==> src/pkg/dss_pkg.sv <==
// Purpose: Constants for the demodulator status snapshot register bank.
// Assumes: Classic Wishbone, 32-bit data, one register per aligned word.
// Notes: Register indices are word offsets of the bank; bus byte address is four times.
package dss_pkg;

    localparam int ADR_W = 10;
    localparam int DAT_W = 32;
    localparam int IDX_W = 8;
    localparam int VAL_W = 20;

    // Register indices
    localparam logic [7:0] IDX_SNAP_CTRL = 8'h25;
    localparam logic [7:0] IDX_PILOT_LOW = 8'h34;
    localparam logic [7:0] IDX_PILOT_MID = 8'h35;
    localparam logic [7:0] IDX_PILOT_TOP = 8'h36;
    localparam logic [7:0] IDX_ERR_LOW = 8'h39;
    localparam logic [7:0] IDX_ERR_MID = 8'h3A;
    localparam logic [7:0] IDX_ERR_TOP = 8'h3B;
    localparam logic [7:0] IDX_LOOP_LOW = 8'h3C;
    localparam logic [7:0] IDX_LOOP_MID = 8'h3D;
    localparam logic [7:0] IDX_LOOP_TOP = 8'h3E;
    localparam logic [7:0] IDX_FEC_SYNC = 8'h41;
    localparam logic [7:0] IDX_IRQ_STAT = 8'h70;
    localparam logic [7:0] IDX_IRQ_MASK = 8'h71;

    // Field positions
    localparam int SNAP_TRIG_BIT = 0;
    localparam int FEC_SYNC_LSB = 0;
    localparam int DEINT_LSB = 2;
    localparam int TRELLIS_LSB = 6;

    // Encodings
    localparam logic [1:0] FEC_SEARCH = 2'h0;
    localparam logic [1:0] FEC_LOCKED = 2'h1;
    localparam logic [1:0] FEC_LOST = 2'h3;
    localparam logic [1:0] TRL_LOCK_LOW = 2'h0;
    localparam logic [1:0] TRL_LOCK_HIGH = 2'h2;
    localparam logic [1:0] TRL_HUNT = 2'h3;

    // Interrupt status bits
    localparam int IRQ_N = 3;
    localparam int IRQ_SNAP = 0;
    localparam int IRQ_FEC_LOCK = 1;
    localparam int IRQ_FEC_LOST = 2;

    // Reset values
    localparam logic [VAL_W-1:0] VAL_RST = 20'h0_0000;
    localparam logic [7:0] BYTE_RST = 8'h00;
    localparam logic [IRQ_N-1:0] IRQ_RST = 3'h0;
    localparam logic [DAT_W-1:0] DAT_RST = 32'h0000_0000;

endpackage : dss_pkg

==> src/verilog/dss_status_regs.sv <==
// Purpose: Status snapshot bank of a VSB/QAM demodulator on classic Wishbone, read-only except the trigger and mask words.
// Assumes: Loop values and sync states arrive synchronous to i_ref_clk.
// Notes: Multi-byte values change only on the snapshot trigger; the FEC byte is live.
//
// Overview of operation
// [RULE1] Pilot accumulator bits 19:16 in top byte
// [RULE2] Pilot low and middle bytes in two registers
// [RULE3] Average error split into three byte registers
// [RULE4] QAM loop accumulator split into three registers
// [RULE5] Snapshot refreshes only on trigger bit write
// [RULE6] FEC sync state in bits 1:0
// [RULE7] QAM trellis sync state in bits 7:6
// [RULE8] QAM deinterleaver work value in bits 5:2
// [RULE9] Top byte upper nibble reads zero
// [RULE10] All bytes captured in same cycle
`timescale 1ns/1ps

module dss_status_regs (
    input wire logic i_ref_clk,
    input wire logic i_rst_b,
    input wire logic i_wb_cyc,
    input wire logic i_wb_stb,
    input wire logic i_wb_we,
    input wire logic [dss_pkg::ADR_W-1:0] i_wb_adr,
    input wire logic [3:0] i_wb_sel,
    input wire logic [dss_pkg::DAT_W-1:0] i_wb_dat,
    output logic [dss_pkg::DAT_W-1:0] o_wb_dat,
    output logic o_wb_ack,
    output logic o_irq,
    input wire logic i_qam_mode,
    input wire logic [dss_pkg::VAL_W-1:0] i_pilot_acc,
    input wire logic [dss_pkg::VAL_W-1:0] i_avg_err,
    input wire logic [dss_pkg::VAL_W-1:0] i_loop_acc,
    input wire logic [1:0] i_fec_sync,
    input wire logic [1:0] i_trellis_sync,
    input wire logic [3:0] i_deint_work
);

    typedef struct packed {
        logic [dss_pkg::VAL_W-1:0] pilot;
        logic [dss_pkg::VAL_W-1:0] err;
        logic [dss_pkg::VAL_W-1:0] loop;
        logic [7:0] fec;
        logic [1:0] fec_prev;
        logic [dss_pkg::IRQ_N-1:0] irq_stat;
        logic [dss_pkg::IRQ_N-1:0] irq_mask;
        logic [dss_pkg::DAT_W-1:0] dat;
        logic ack;
        logic irq;
    } dss_state_t;

    dss_state_t st_r;
    dss_state_t st_nxt;
    logic [1:0] rst_sync_r;
    logic rst_b;

    // Release is synchronous so no flop sees a partial reset edge
    always_ff @(posedge i_ref_clk or negedge i_rst_b) begin
        if (!i_rst_b) begin
            rst_sync_r <= 2'h0;
        end else begin
            rst_sync_r <= {rst_sync_r[0], 1'b1};
        end
    end
    assign rst_b = rst_sync_r[1];

    // Byte slice of a 20-bit value; top slice keeps only four bits
    function automatic logic [7:0] dss_slice(input logic [dss_pkg::VAL_W-1:0] v,
                                             input logic [1:0] part);
        logic [7:0] b;
        b = 8'h00;
        unique case (part)
            2'h0: b = v[7:0];
            2'h1: b = v[15:8];
            2'h2: b = {4'h0, v[19:16]}; // RULE9
            default: b = 8'h00;
        endcase
        return b;
    endfunction : dss_slice

    // Live FEC status byte, mode dependent
    function automatic logic [7:0] dss_fec_byte(input logic qam, input logic [1:0] fs,
                                                input logic [1:0] ts, input logic [3:0] dw);
        logic [7:0] b;
        b = 8'h00;
        b[dss_pkg::FEC_SYNC_LSB +: 2] = fs; // RULE6
        if (qam) begin
            b[dss_pkg::TRELLIS_LSB +: 2] = ts; // RULE7
            b[dss_pkg::DEINT_LSB +: 4] = dw; // RULE8
        end
        return b;
    endfunction : dss_fec_byte

    // Write strobe for one word; every field of this bank sits in lane 0
    function automatic logic dss_wr_hit(
        input logic rq,
        input logic we,
        input logic [3:0] sel,
        input logic [dss_pkg::IDX_W-1:0] at,
        input logic [dss_pkg::IDX_W-1:0] want
    );
        logic hit;
        hit = 1'b0;
        if (rq && we && sel[0]) begin
            if (at == want) begin
                hit = 1'b1;
            end
        end
        return hit;
    endfunction : dss_wr_hit

    // Read strobe for one word; lanes do not matter for a read
    function automatic logic dss_rd_hit(
        input logic rq,
        input logic we,
        input logic [dss_pkg::IDX_W-1:0] at,
        input logic [dss_pkg::IDX_W-1:0] want
    );
        logic hit;
        hit = 1'b0;
        if (rq && !we) begin
            if (at == want) begin
                hit = 1'b1;
            end
        end
        return hit;
    endfunction : dss_rd_hit

    // Only a one in the trigger bit refreshes; a zero write is a no-op
    function automatic logic dss_trig_hit(
        input logic hit,
        input logic [dss_pkg::DAT_W-1:0] wdat
    );
        logic t;
        t = 1'b0;
        if (hit && wdat[dss_pkg::SNAP_TRIG_BIT]) begin
            t = 1'b1;
        end
        return t;
    endfunction : dss_trig_hit

    // Pulse on entry into a sync code, not while the code persists
    function automatic logic dss_entered(
        input logic [1:0] cur,
        input logic [1:0] prev,
        input logic [1:0] code
    );
        logic hit;
        hit = 1'b0;
        if ((cur == code) && (prev != code)) begin
            hit = 1'b1;
        end
        return hit;
    endfunction : dss_entered

    // Events in the layout of the status and mask words
    function automatic logic [dss_pkg::IRQ_N-1:0] dss_events(
        input logic snap,
        input logic [1:0] cur,
        input logic [1:0] prev
    );
        logic [dss_pkg::IRQ_N-1:0] e;
        e = dss_pkg::IRQ_RST;
        e[dss_pkg::IRQ_SNAP] = snap;
        e[dss_pkg::IRQ_FEC_LOCK] = dss_entered(cur, prev, dss_pkg::FEC_LOCKED);
        e[dss_pkg::IRQ_FEC_LOST] = dss_entered(cur, prev, dss_pkg::FEC_LOST);
        return e;
    endfunction : dss_events

    // Clear first, then set: an event in the clearing cycle survives
    function automatic logic [dss_pkg::IRQ_N-1:0] dss_sticky(
        input logic clr,
        input logic [dss_pkg::IRQ_N-1:0] held,
        input logic [dss_pkg::IRQ_N-1:0] set
    );
        logic [dss_pkg::IRQ_N-1:0] s;
        s = held;
        if (clr) begin
            s = dss_pkg::IRQ_RST;
        end
        s = s | set;
        return s;
    endfunction : dss_sticky

    // Mask takes lane 0 of a write; a read leaves it alone
    function automatic logic [dss_pkg::IRQ_N-1:0] dss_mask_next(
        input logic wr,
        input logic [dss_pkg::IRQ_N-1:0] held,
        input logic [dss_pkg::DAT_W-1:0] wdat
    );
        logic [dss_pkg::IRQ_N-1:0] m;
        m = held;
        if (wr) begin
            m = wdat[dss_pkg::IRQ_N-1:0];
        end
        return m;
    endfunction : dss_mask_next

    // Level request while any unmasked status bit is set
    function automatic logic dss_irq_level(
        input logic [dss_pkg::IRQ_N-1:0] stat,
        input logic [dss_pkg::IRQ_N-1:0] mask
    );
        logic lvl;
        lvl = 1'b0;
        if ((stat & mask) != dss_pkg::IRQ_RST) begin
            lvl = 1'b1;
        end
        return lvl;
    endfunction : dss_irq_level

    // Interrupt words are three bits wide; the rest reads zero
    function automatic logic [7:0] dss_irq_byte(
        input logic [dss_pkg::IRQ_N-1:0] bits
    );
        logic [7:0] b;
        b = dss_pkg::BYTE_RST;
        b[dss_pkg::IRQ_N-1:0] = bits;
        return b;
    endfunction : dss_irq_byte

    // Read byte of one word; unmapped words and the trigger word read zero
    function automatic logic [7:0] dss_rd_mux(
        input dss_state_t s,
        input logic [dss_pkg::IDX_W-1:0] at
    );
        logic [7:0] b;
        b = dss_pkg::BYTE_RST;
        unique case (at)
            dss_pkg::IDX_PILOT_LOW: b = dss_slice(s.pilot, 2'h0); // RULE2
            dss_pkg::IDX_PILOT_MID: b = dss_slice(s.pilot, 2'h1); // RULE2
            dss_pkg::IDX_PILOT_TOP: b = dss_slice(s.pilot, 2'h2); // RULE1
            dss_pkg::IDX_ERR_LOW: b = dss_slice(s.err, 2'h0); // RULE3
            dss_pkg::IDX_ERR_MID: b = dss_slice(s.err, 2'h1); // RULE3
            dss_pkg::IDX_ERR_TOP: b = dss_slice(s.err, 2'h2); // RULE3
            dss_pkg::IDX_LOOP_LOW: b = dss_slice(s.loop, 2'h0); // RULE4
            dss_pkg::IDX_LOOP_MID: b = dss_slice(s.loop, 2'h1); // RULE4
            dss_pkg::IDX_LOOP_TOP: b = dss_slice(s.loop, 2'h2); // RULE4
            dss_pkg::IDX_FEC_SYNC: b = s.fec;
            dss_pkg::IDX_IRQ_STAT: b = dss_irq_byte(s.irq_stat);
            dss_pkg::IDX_IRQ_MASK: b = dss_irq_byte(s.irq_mask);
            default: b = dss_pkg::BYTE_RST;
        endcase
        return b;
    endfunction : dss_rd_mux

    // Hold a snapshot unless the trigger fires in this cycle
    function automatic logic [dss_pkg::VAL_W-1:0] dss_snap(
        input logic hit,
        input logic [dss_pkg::VAL_W-1:0] held,
        input logic [dss_pkg::VAL_W-1:0] live
    );
        logic [dss_pkg::VAL_W-1:0] v;
        v = held;
        if (hit) begin
            v = live;
        end
        return v;
    endfunction : dss_snap

    // Bus word from one register byte; upper lanes always read zero
    function automatic logic [dss_pkg::DAT_W-1:0] dss_word(
        input logic [7:0] b
    );
        logic [dss_pkg::DAT_W-1:0] w;
        w = dss_pkg::DAT_RST;
        w[7:0] = b;
        return w;
    endfunction : dss_word

    // Read answers carry the byte; write answers carry zero
    function automatic logic [dss_pkg::DAT_W-1:0] dss_answer(
        input logic rq,
        input logic we,
        input logic [dss_pkg::DAT_W-1:0] held,
        input logic [7:0] b
    );
        logic [dss_pkg::DAT_W-1:0] w;
        w = held;
        if (rq) begin
            if (!we) begin
                w = dss_word(b);
            end else begin
                w = dss_pkg::DAT_RST;
            end
        end
        return w;
    endfunction : dss_answer

    logic req;
    logic [dss_pkg::IDX_W-1:0] idx;
    logic trig;
    logic stat_rd;
    logic mask_wr;
    logic [7:0] rd_byte;
    logic [dss_pkg::IRQ_N-1:0] ev;

    always_comb begin
        st_nxt = st_r;

        // A request is taken only while ack is low, so each one counts once
        req = i_wb_cyc && i_wb_stb && !st_r.ack;
        idx = i_wb_adr[dss_pkg::ADR_W-1:2];
        trig = dss_trig_hit(dss_wr_hit(req, i_wb_we, i_wb_sel, idx, dss_pkg::IDX_SNAP_CTRL),
            i_wb_dat);
        stat_rd = dss_rd_hit(req, i_wb_we, idx, dss_pkg::IDX_IRQ_STAT);
        mask_wr = dss_wr_hit(req, i_wb_we, i_wb_sel, idx, dss_pkg::IDX_IRQ_MASK);
        rd_byte = dss_rd_mux(st_r, idx);

        // Whole values in one edge, so bytes read later agree
        st_nxt.pilot = dss_snap(trig, st_r.pilot, i_pilot_acc); // RULE5 RULE10
        st_nxt.err = dss_snap(trig, st_r.err, i_avg_err); // RULE5 RULE10
        st_nxt.loop = dss_snap(trig, st_r.loop, i_loop_acc); // RULE5 RULE10

        // Live byte, one cycle behind its inputs; not part of the snapshot
        st_nxt.fec = dss_fec_byte(i_qam_mode, i_fec_sync, i_trellis_sync, i_deint_work);
        st_nxt.fec_prev = i_fec_sync;

        ev = dss_events(trig, i_fec_sync, st_r.fec_prev);
        st_nxt.irq_stat = dss_sticky(stat_rd, st_r.irq_stat, ev);
        st_nxt.irq_mask = dss_mask_next(mask_wr, st_r.irq_mask, i_wb_dat);
        // From next state, so o_irq rises in the same edge as its status bit
        st_nxt.irq = dss_irq_level(st_nxt.irq_stat, st_nxt.irq_mask);

        // One wait state; unmapped words ack with zero
        st_nxt.ack = req;
        st_nxt.dat = dss_answer(req, i_wb_we, st_r.dat, rd_byte);
    end

    always_ff @(posedge i_ref_clk or negedge rst_b) begin
        if (!rst_b) begin
            st_r.pilot <= dss_pkg::VAL_RST;
            st_r.err <= dss_pkg::VAL_RST;
            st_r.loop <= dss_pkg::VAL_RST;
            st_r.fec <= dss_pkg::BYTE_RST;
            st_r.fec_prev <= dss_pkg::FEC_SEARCH;
            st_r.irq_stat <= dss_pkg::IRQ_RST;
            st_r.irq_mask <= dss_pkg::IRQ_RST;
            st_r.dat <= dss_pkg::DAT_RST;
            st_r.ack <= 1'b0;
            st_r.irq <= 1'b0;
        end else begin
            st_r <= st_nxt;
        end
    end

    assign o_wb_dat = st_r.dat;
    assign o_wb_ack = st_r.ack;
    assign o_irq = st_r.irq;

endmodule : dss_status_regs

==> config.mk <==
export PLATFORM = sky130hd
export DESIGN_NAME = dss_status_regs
export DESIGN_NICKNAME = d
export VERILOG_FILES = /design/src/pkg/dss_pkg.sv /design/src/verilog/dss_status_regs.sv
export SDC_FILE = /design/constraint.sdc
export NUM_CORES = 1
export LEC_CHECK = 0
export ABC_CLOCK_PERIOD_IN_PS = 2700
export BUFFER_PORTS_ARGS = -buffer_cell sky130_fd_sc_hd__buf_2
export CAP_MARGIN = 40
export CORE_UTILIZATION = 45
export CTS_CLUSTER_DIAMETER = 150
export DETAILED_ROUTE_END_ITERATION = 8
export PLACE_DENSITY = 0.89
export SLEW_MARGIN = 20
export SYNTH_ARGS = -nofsm -noshare
export SYNTH_HDL_FRONTEND = slang
export SYNTH_SLANG_ARGS = --single-unit
==> constraint.sdc <==
create_clock -name i_ref_clk -period 2.7 [get_ports i_ref_clk]
set_clock_uncertainty 0.1 [all_clocks]
set_input_delay 0.135 -clock i_ref_clk [delete_from_list [all_inputs] [get_ports i_ref_clk]]
set_output_delay 0.135 -clock i_ref_clk [all_outputs]
set_load 0.02 [all_outputs]
# ---- After elaboration in Yosys (flattened, before gate mapping)
# Index checks and enable logic that the tools add are counted.
dict set report word_totals {
  romBits 0
  register_bits 112
  n_memories 0
  mem_bits_rw 0
  latch_bits 0
  word_cells 56
  inputBits 120
}
dict set report classes {
  n_shift 0
  multipliers 0
  div_mod_pow 0
  n_lt_le_gt_ge 0
  eq_ne 17
  add_sub_neg 0
  n_bitwise 2
  reduce_logical 11
  n_mux 15
}
# op n
set ops {}
lappend ops {{case mux 8 bit (12 select lines)} 1}
lappend ops {{equality test 8 x 6 -> 1 bit, second input constant} 10}
lappend ops {{equality test 8 x 7 -> 1 bit, second input constant} 3}
lappend ops {{two-way mux 1 bit} 10}
lappend ops {{logical AND 1 bit} 8}
lappend ops {{two-way mux 8 bit} 1}
lappend ops {{two-way mux 3 bit} 2}
lappend ops {{two-way mux 6 bit} 1}
lappend ops {{bitwise AND 3 bit} 1}
lappend ops {{bitwise OR 3 bit} 1}
lappend ops {{nonzero test 3 bit} 1}
lappend ops {{equality test 2 x 1 -> 1 bit, second input constant} 1}
lappend ops {{equality test 2 bit, second input constant} 1}
lappend ops {{zero test 1 bit} 2}
lappend ops {{inequality test 2 x 1 -> 1 bit, second input constant} 1}
lappend ops {{inequality test 2 bit, second input constant} 1}

# ---- Longest topological paths before layout
dict set report logic_depth {
  word_depth 11
  mapped_depth 7
}

# ---- Least setup slack after synthesis
# No wires, ideal clock.
dict set report synth_path {
  path_kind {reg2reg}
  from {register st_r (netlist bit o_wb_ack)}
  to {register st_r (netlist bit o_irq)}
  path_stages_with_launch 6
  setup_slack_ns 0.918
  required_ns 2.476
  path_buffers 0
  arrival_ns 1.558
  cell_sequence {dfrtp_1 nand3b_1 nor4_4 mux2_4 a21bo_1 nand3_1}
}
# item line_no
set synth_rtl {}
lappend synth_rtl {{from (decl)} dss_status_regs.sv:52} ;# dss_state_t st_r;
lappend synth_rtl {{from (signal assigned)} dss_status_regs.sv:343} ;# st_r <= st_nxt;

==> results.py <==
metrics = {
    "run_status": {
        "status": "finished, final reports clean",
    },
    "global_route": {
        "grt_use_total": 0.230,
        "grt_pass1_vias": 3301,
        "grt_util_met3": 0.0418,
        "grt_pass1_wl_um": 17000,
        "overflow": 0,
        "grt_max_degree": 63,
        "met2_usage": 0.409,
        "grt_busiest_layer": "met2",
        "grt_antenna_before_repair": 0,
        "grt_use_met1": 0.284,
    },
    "hold_path": {
        "hold-path-cell-count": 4,
        "min_path_type": "input pin to flip-flop",
    },
    "cts": {
        "cts_root_buffer": "clkbuf_8",
        "clk_latency_ps": 350,
        "cts_buffers": 9,
        "tritoncts": "built",
        "cts_setup_buffers": 0,
        "cts.sinks": 86,
        "clk_pin_slew_ps": 100,
        "clockBufferDepth": 2,
        "htree_levels": 3,
        "cts-resized-gates": 0,
        "postCtsHoldBufs": 79,
    },
    "sta": {
        "max_freq_ghz": 0.472,
        "slew_headroom": 0.629,
        "slew_viol_final": 0,
        "setup_viol": 0,
        "fin_hold_ws_ps": 168,
        "worst_pin_slew_ps": 550,
        "fin_tns_setup_ps": 0,
        "rsz0062_at_grt": "no",
        "post-route-period-util": 0.785,
        "hold_violations": 0,
        "period_minus_slack_ps": 2120,
    },
    "layout": {
        "num-nets-final": 623,
        "antennaDiodeCount": 0,
        "area_growth_pct": 33.8,
        "fin_util": 0.632,
        "final_common_cell": "buf_2",
        "final_cells": 616,
        "drive_above_1_share": 0.370,
        "n_fill_cell": 681,
        "multi_input_area_um2": 1810,
        "fin_area_um2": 5620,
        "seq_area_um2": 2160,
        "layout_common_cells": "buf_2 (95), dfrtp_1 (85), dlygate4sd3_1 (79)",
    },
    "floorplan": {
        "core_um2": 8890,
        "fp.dieH_um": 98.6,
        "dieArea_um2": 9730,
        "start_util": 0.473,
        "die_x_um": 98.6,
        "ios": 154,
        "fp-row-count": 34,
    },
    "setup_path": {
        "cp-end-kind": "flip-flop",
        "rr_worst_depth": 5,
        "worstPathMaxFanout": 13,
        "crit_required_ps": 2840,
        "crit_type": "flip-flop to flip-flop",
        "start_kind": "flip-flop",
        "critical_path_arrival_ps": 2260,
    },
    "synth": {
        "synth-main-ff-cell": "dfrtp_1",
        "ys_warn_count": 0,
        "synth_edf_count": 0,
        "synth_top_cell_by_area": "dfrtp_1",
        "synth-async-reset-ratio": 1.00,
        "synth.top_cell.area_share": 0.512,
        "synth_area_leaders": "dfrtp_1 (51%), mux2_2 (18%), buf_4 (5.7%)",
        "synth.distinct_cells": 52,
        "yosysSeqAreaShare": 0.512,
        "syn-instance-count": 340,
        "synth.avg_cell_area_um2": 12.4,
        "ys_ff_latch": 86,
        "syn_area_um2": 4200,
    },
    "place": {
        "dpl_cell_area_um2": 4650,
        "numPortBuffers": 95,
        "place.gp.congestion": 0.846,
        "dpl.hpwl_um": 6810,
        "place_inst": 521,
    },
    "drt": {
        "final_antenna_net_count": 0,
        "dr.first_iter.drc_count": 156,
        "wl_um": 10600,
        "vias": 3209,
        "drtPass1Iterations": 4,
        "drcViolationCount": 0,
        "vias_per_cell": 5.21,
        "wl_per_cell_um": 17.2,
    },
    "power": {
        "leakagePower_nw": 2.81,
        "vdd.ir_drop.worst_mv": 0.306,
        "power_density_nw_per_um2": 436,
    },
    "run": {
        "drv_cap": 0,
    },
}
## critical path, stage by stage, from the launching register on
cell	delay, ps
dfrtp_1	380
nand3b_1	460
nor4_4	470
mux2_4	340
a21bo_1	170
nand3_1	80
## cells in the mapped netlist, drive strengths merged (5+ instances only)
| cell type | number |
|---|---|
| dfrtp | 86 |
| mux2 | 67 |
| buf | 43 |
| mux2i | 18 |
| nand2 | 16 |
| o21ai | 10 |
| and2 | 7 |
| a21oi | 6 |
| clkbuf | 6 |
| a22oi | 5 |
| nand3b | 5 |
## stage by stage
step | setup WS (ps) | total power, W
2_1_floorplan | 27.3 | 0.00146
3_3_place_gp | 592 | 0.00152
3_5_place_dp | 554 | 0.00153
4_1_cts | 567 | 0.00245
5_1_grt | 451 | 0.00252
6_report | 581 | 0.00245
## final cells by class
class | instances | area share
Sequential cell | 86 | 0.383
Multi-Input combinational cell | 226 | 0.322
Timing Repair Buffer | 178 | 0.236
Clock buffer | 10 | 0.0245
Tap cell | 108 | 0.0240
Clock inverter | 6 | 0.00824
Inverter | 2 | 0.00134
## power by group
part	switching, W	internal (W)
Sequential	0.0000165	0.00130
Combinational	0.000134	0.000151
Clock	0.000484	0.000364
## worst paths after layout
path	from	endpoint	slack, ps
worst max register to register	o_wb_ack	o_irq	580
worst max-delay path	o_wb_ack	o_irq	580
worst min register to register	rst_sync_r[1]	st_r[68]	190
max in group asynchronous	rst_sync_r[1]	o_wb_dat[0]	1720
worst min-delay path	i_wb_we	o_wb_dat[5]	170
min in group asynchronous	rst_sync_r[1]	st_r[68]	190
## cell families after synthesis
group / share of synthesized area
mux: 0.223
buf+inv: 0.0774
other cells: 0.00179
simple gates: 0.102
flops: 0.512
compound gates: 0.0834
## registers in the layout, summed over array words and instances, names as in the netlist
name	count
o_irq	1
o_wb_ack	1
o_wb_dat	8
rst_sync_r	2
st_r	74
## per-layer routing
layer	up-vias	routed length [µm]
met3	14	593
met2	137	5330
met5	-	0
met1	1542	4470
li1	1516	-
met4	0	174
No activity file was read; power rests on OpenSTA's default activity.
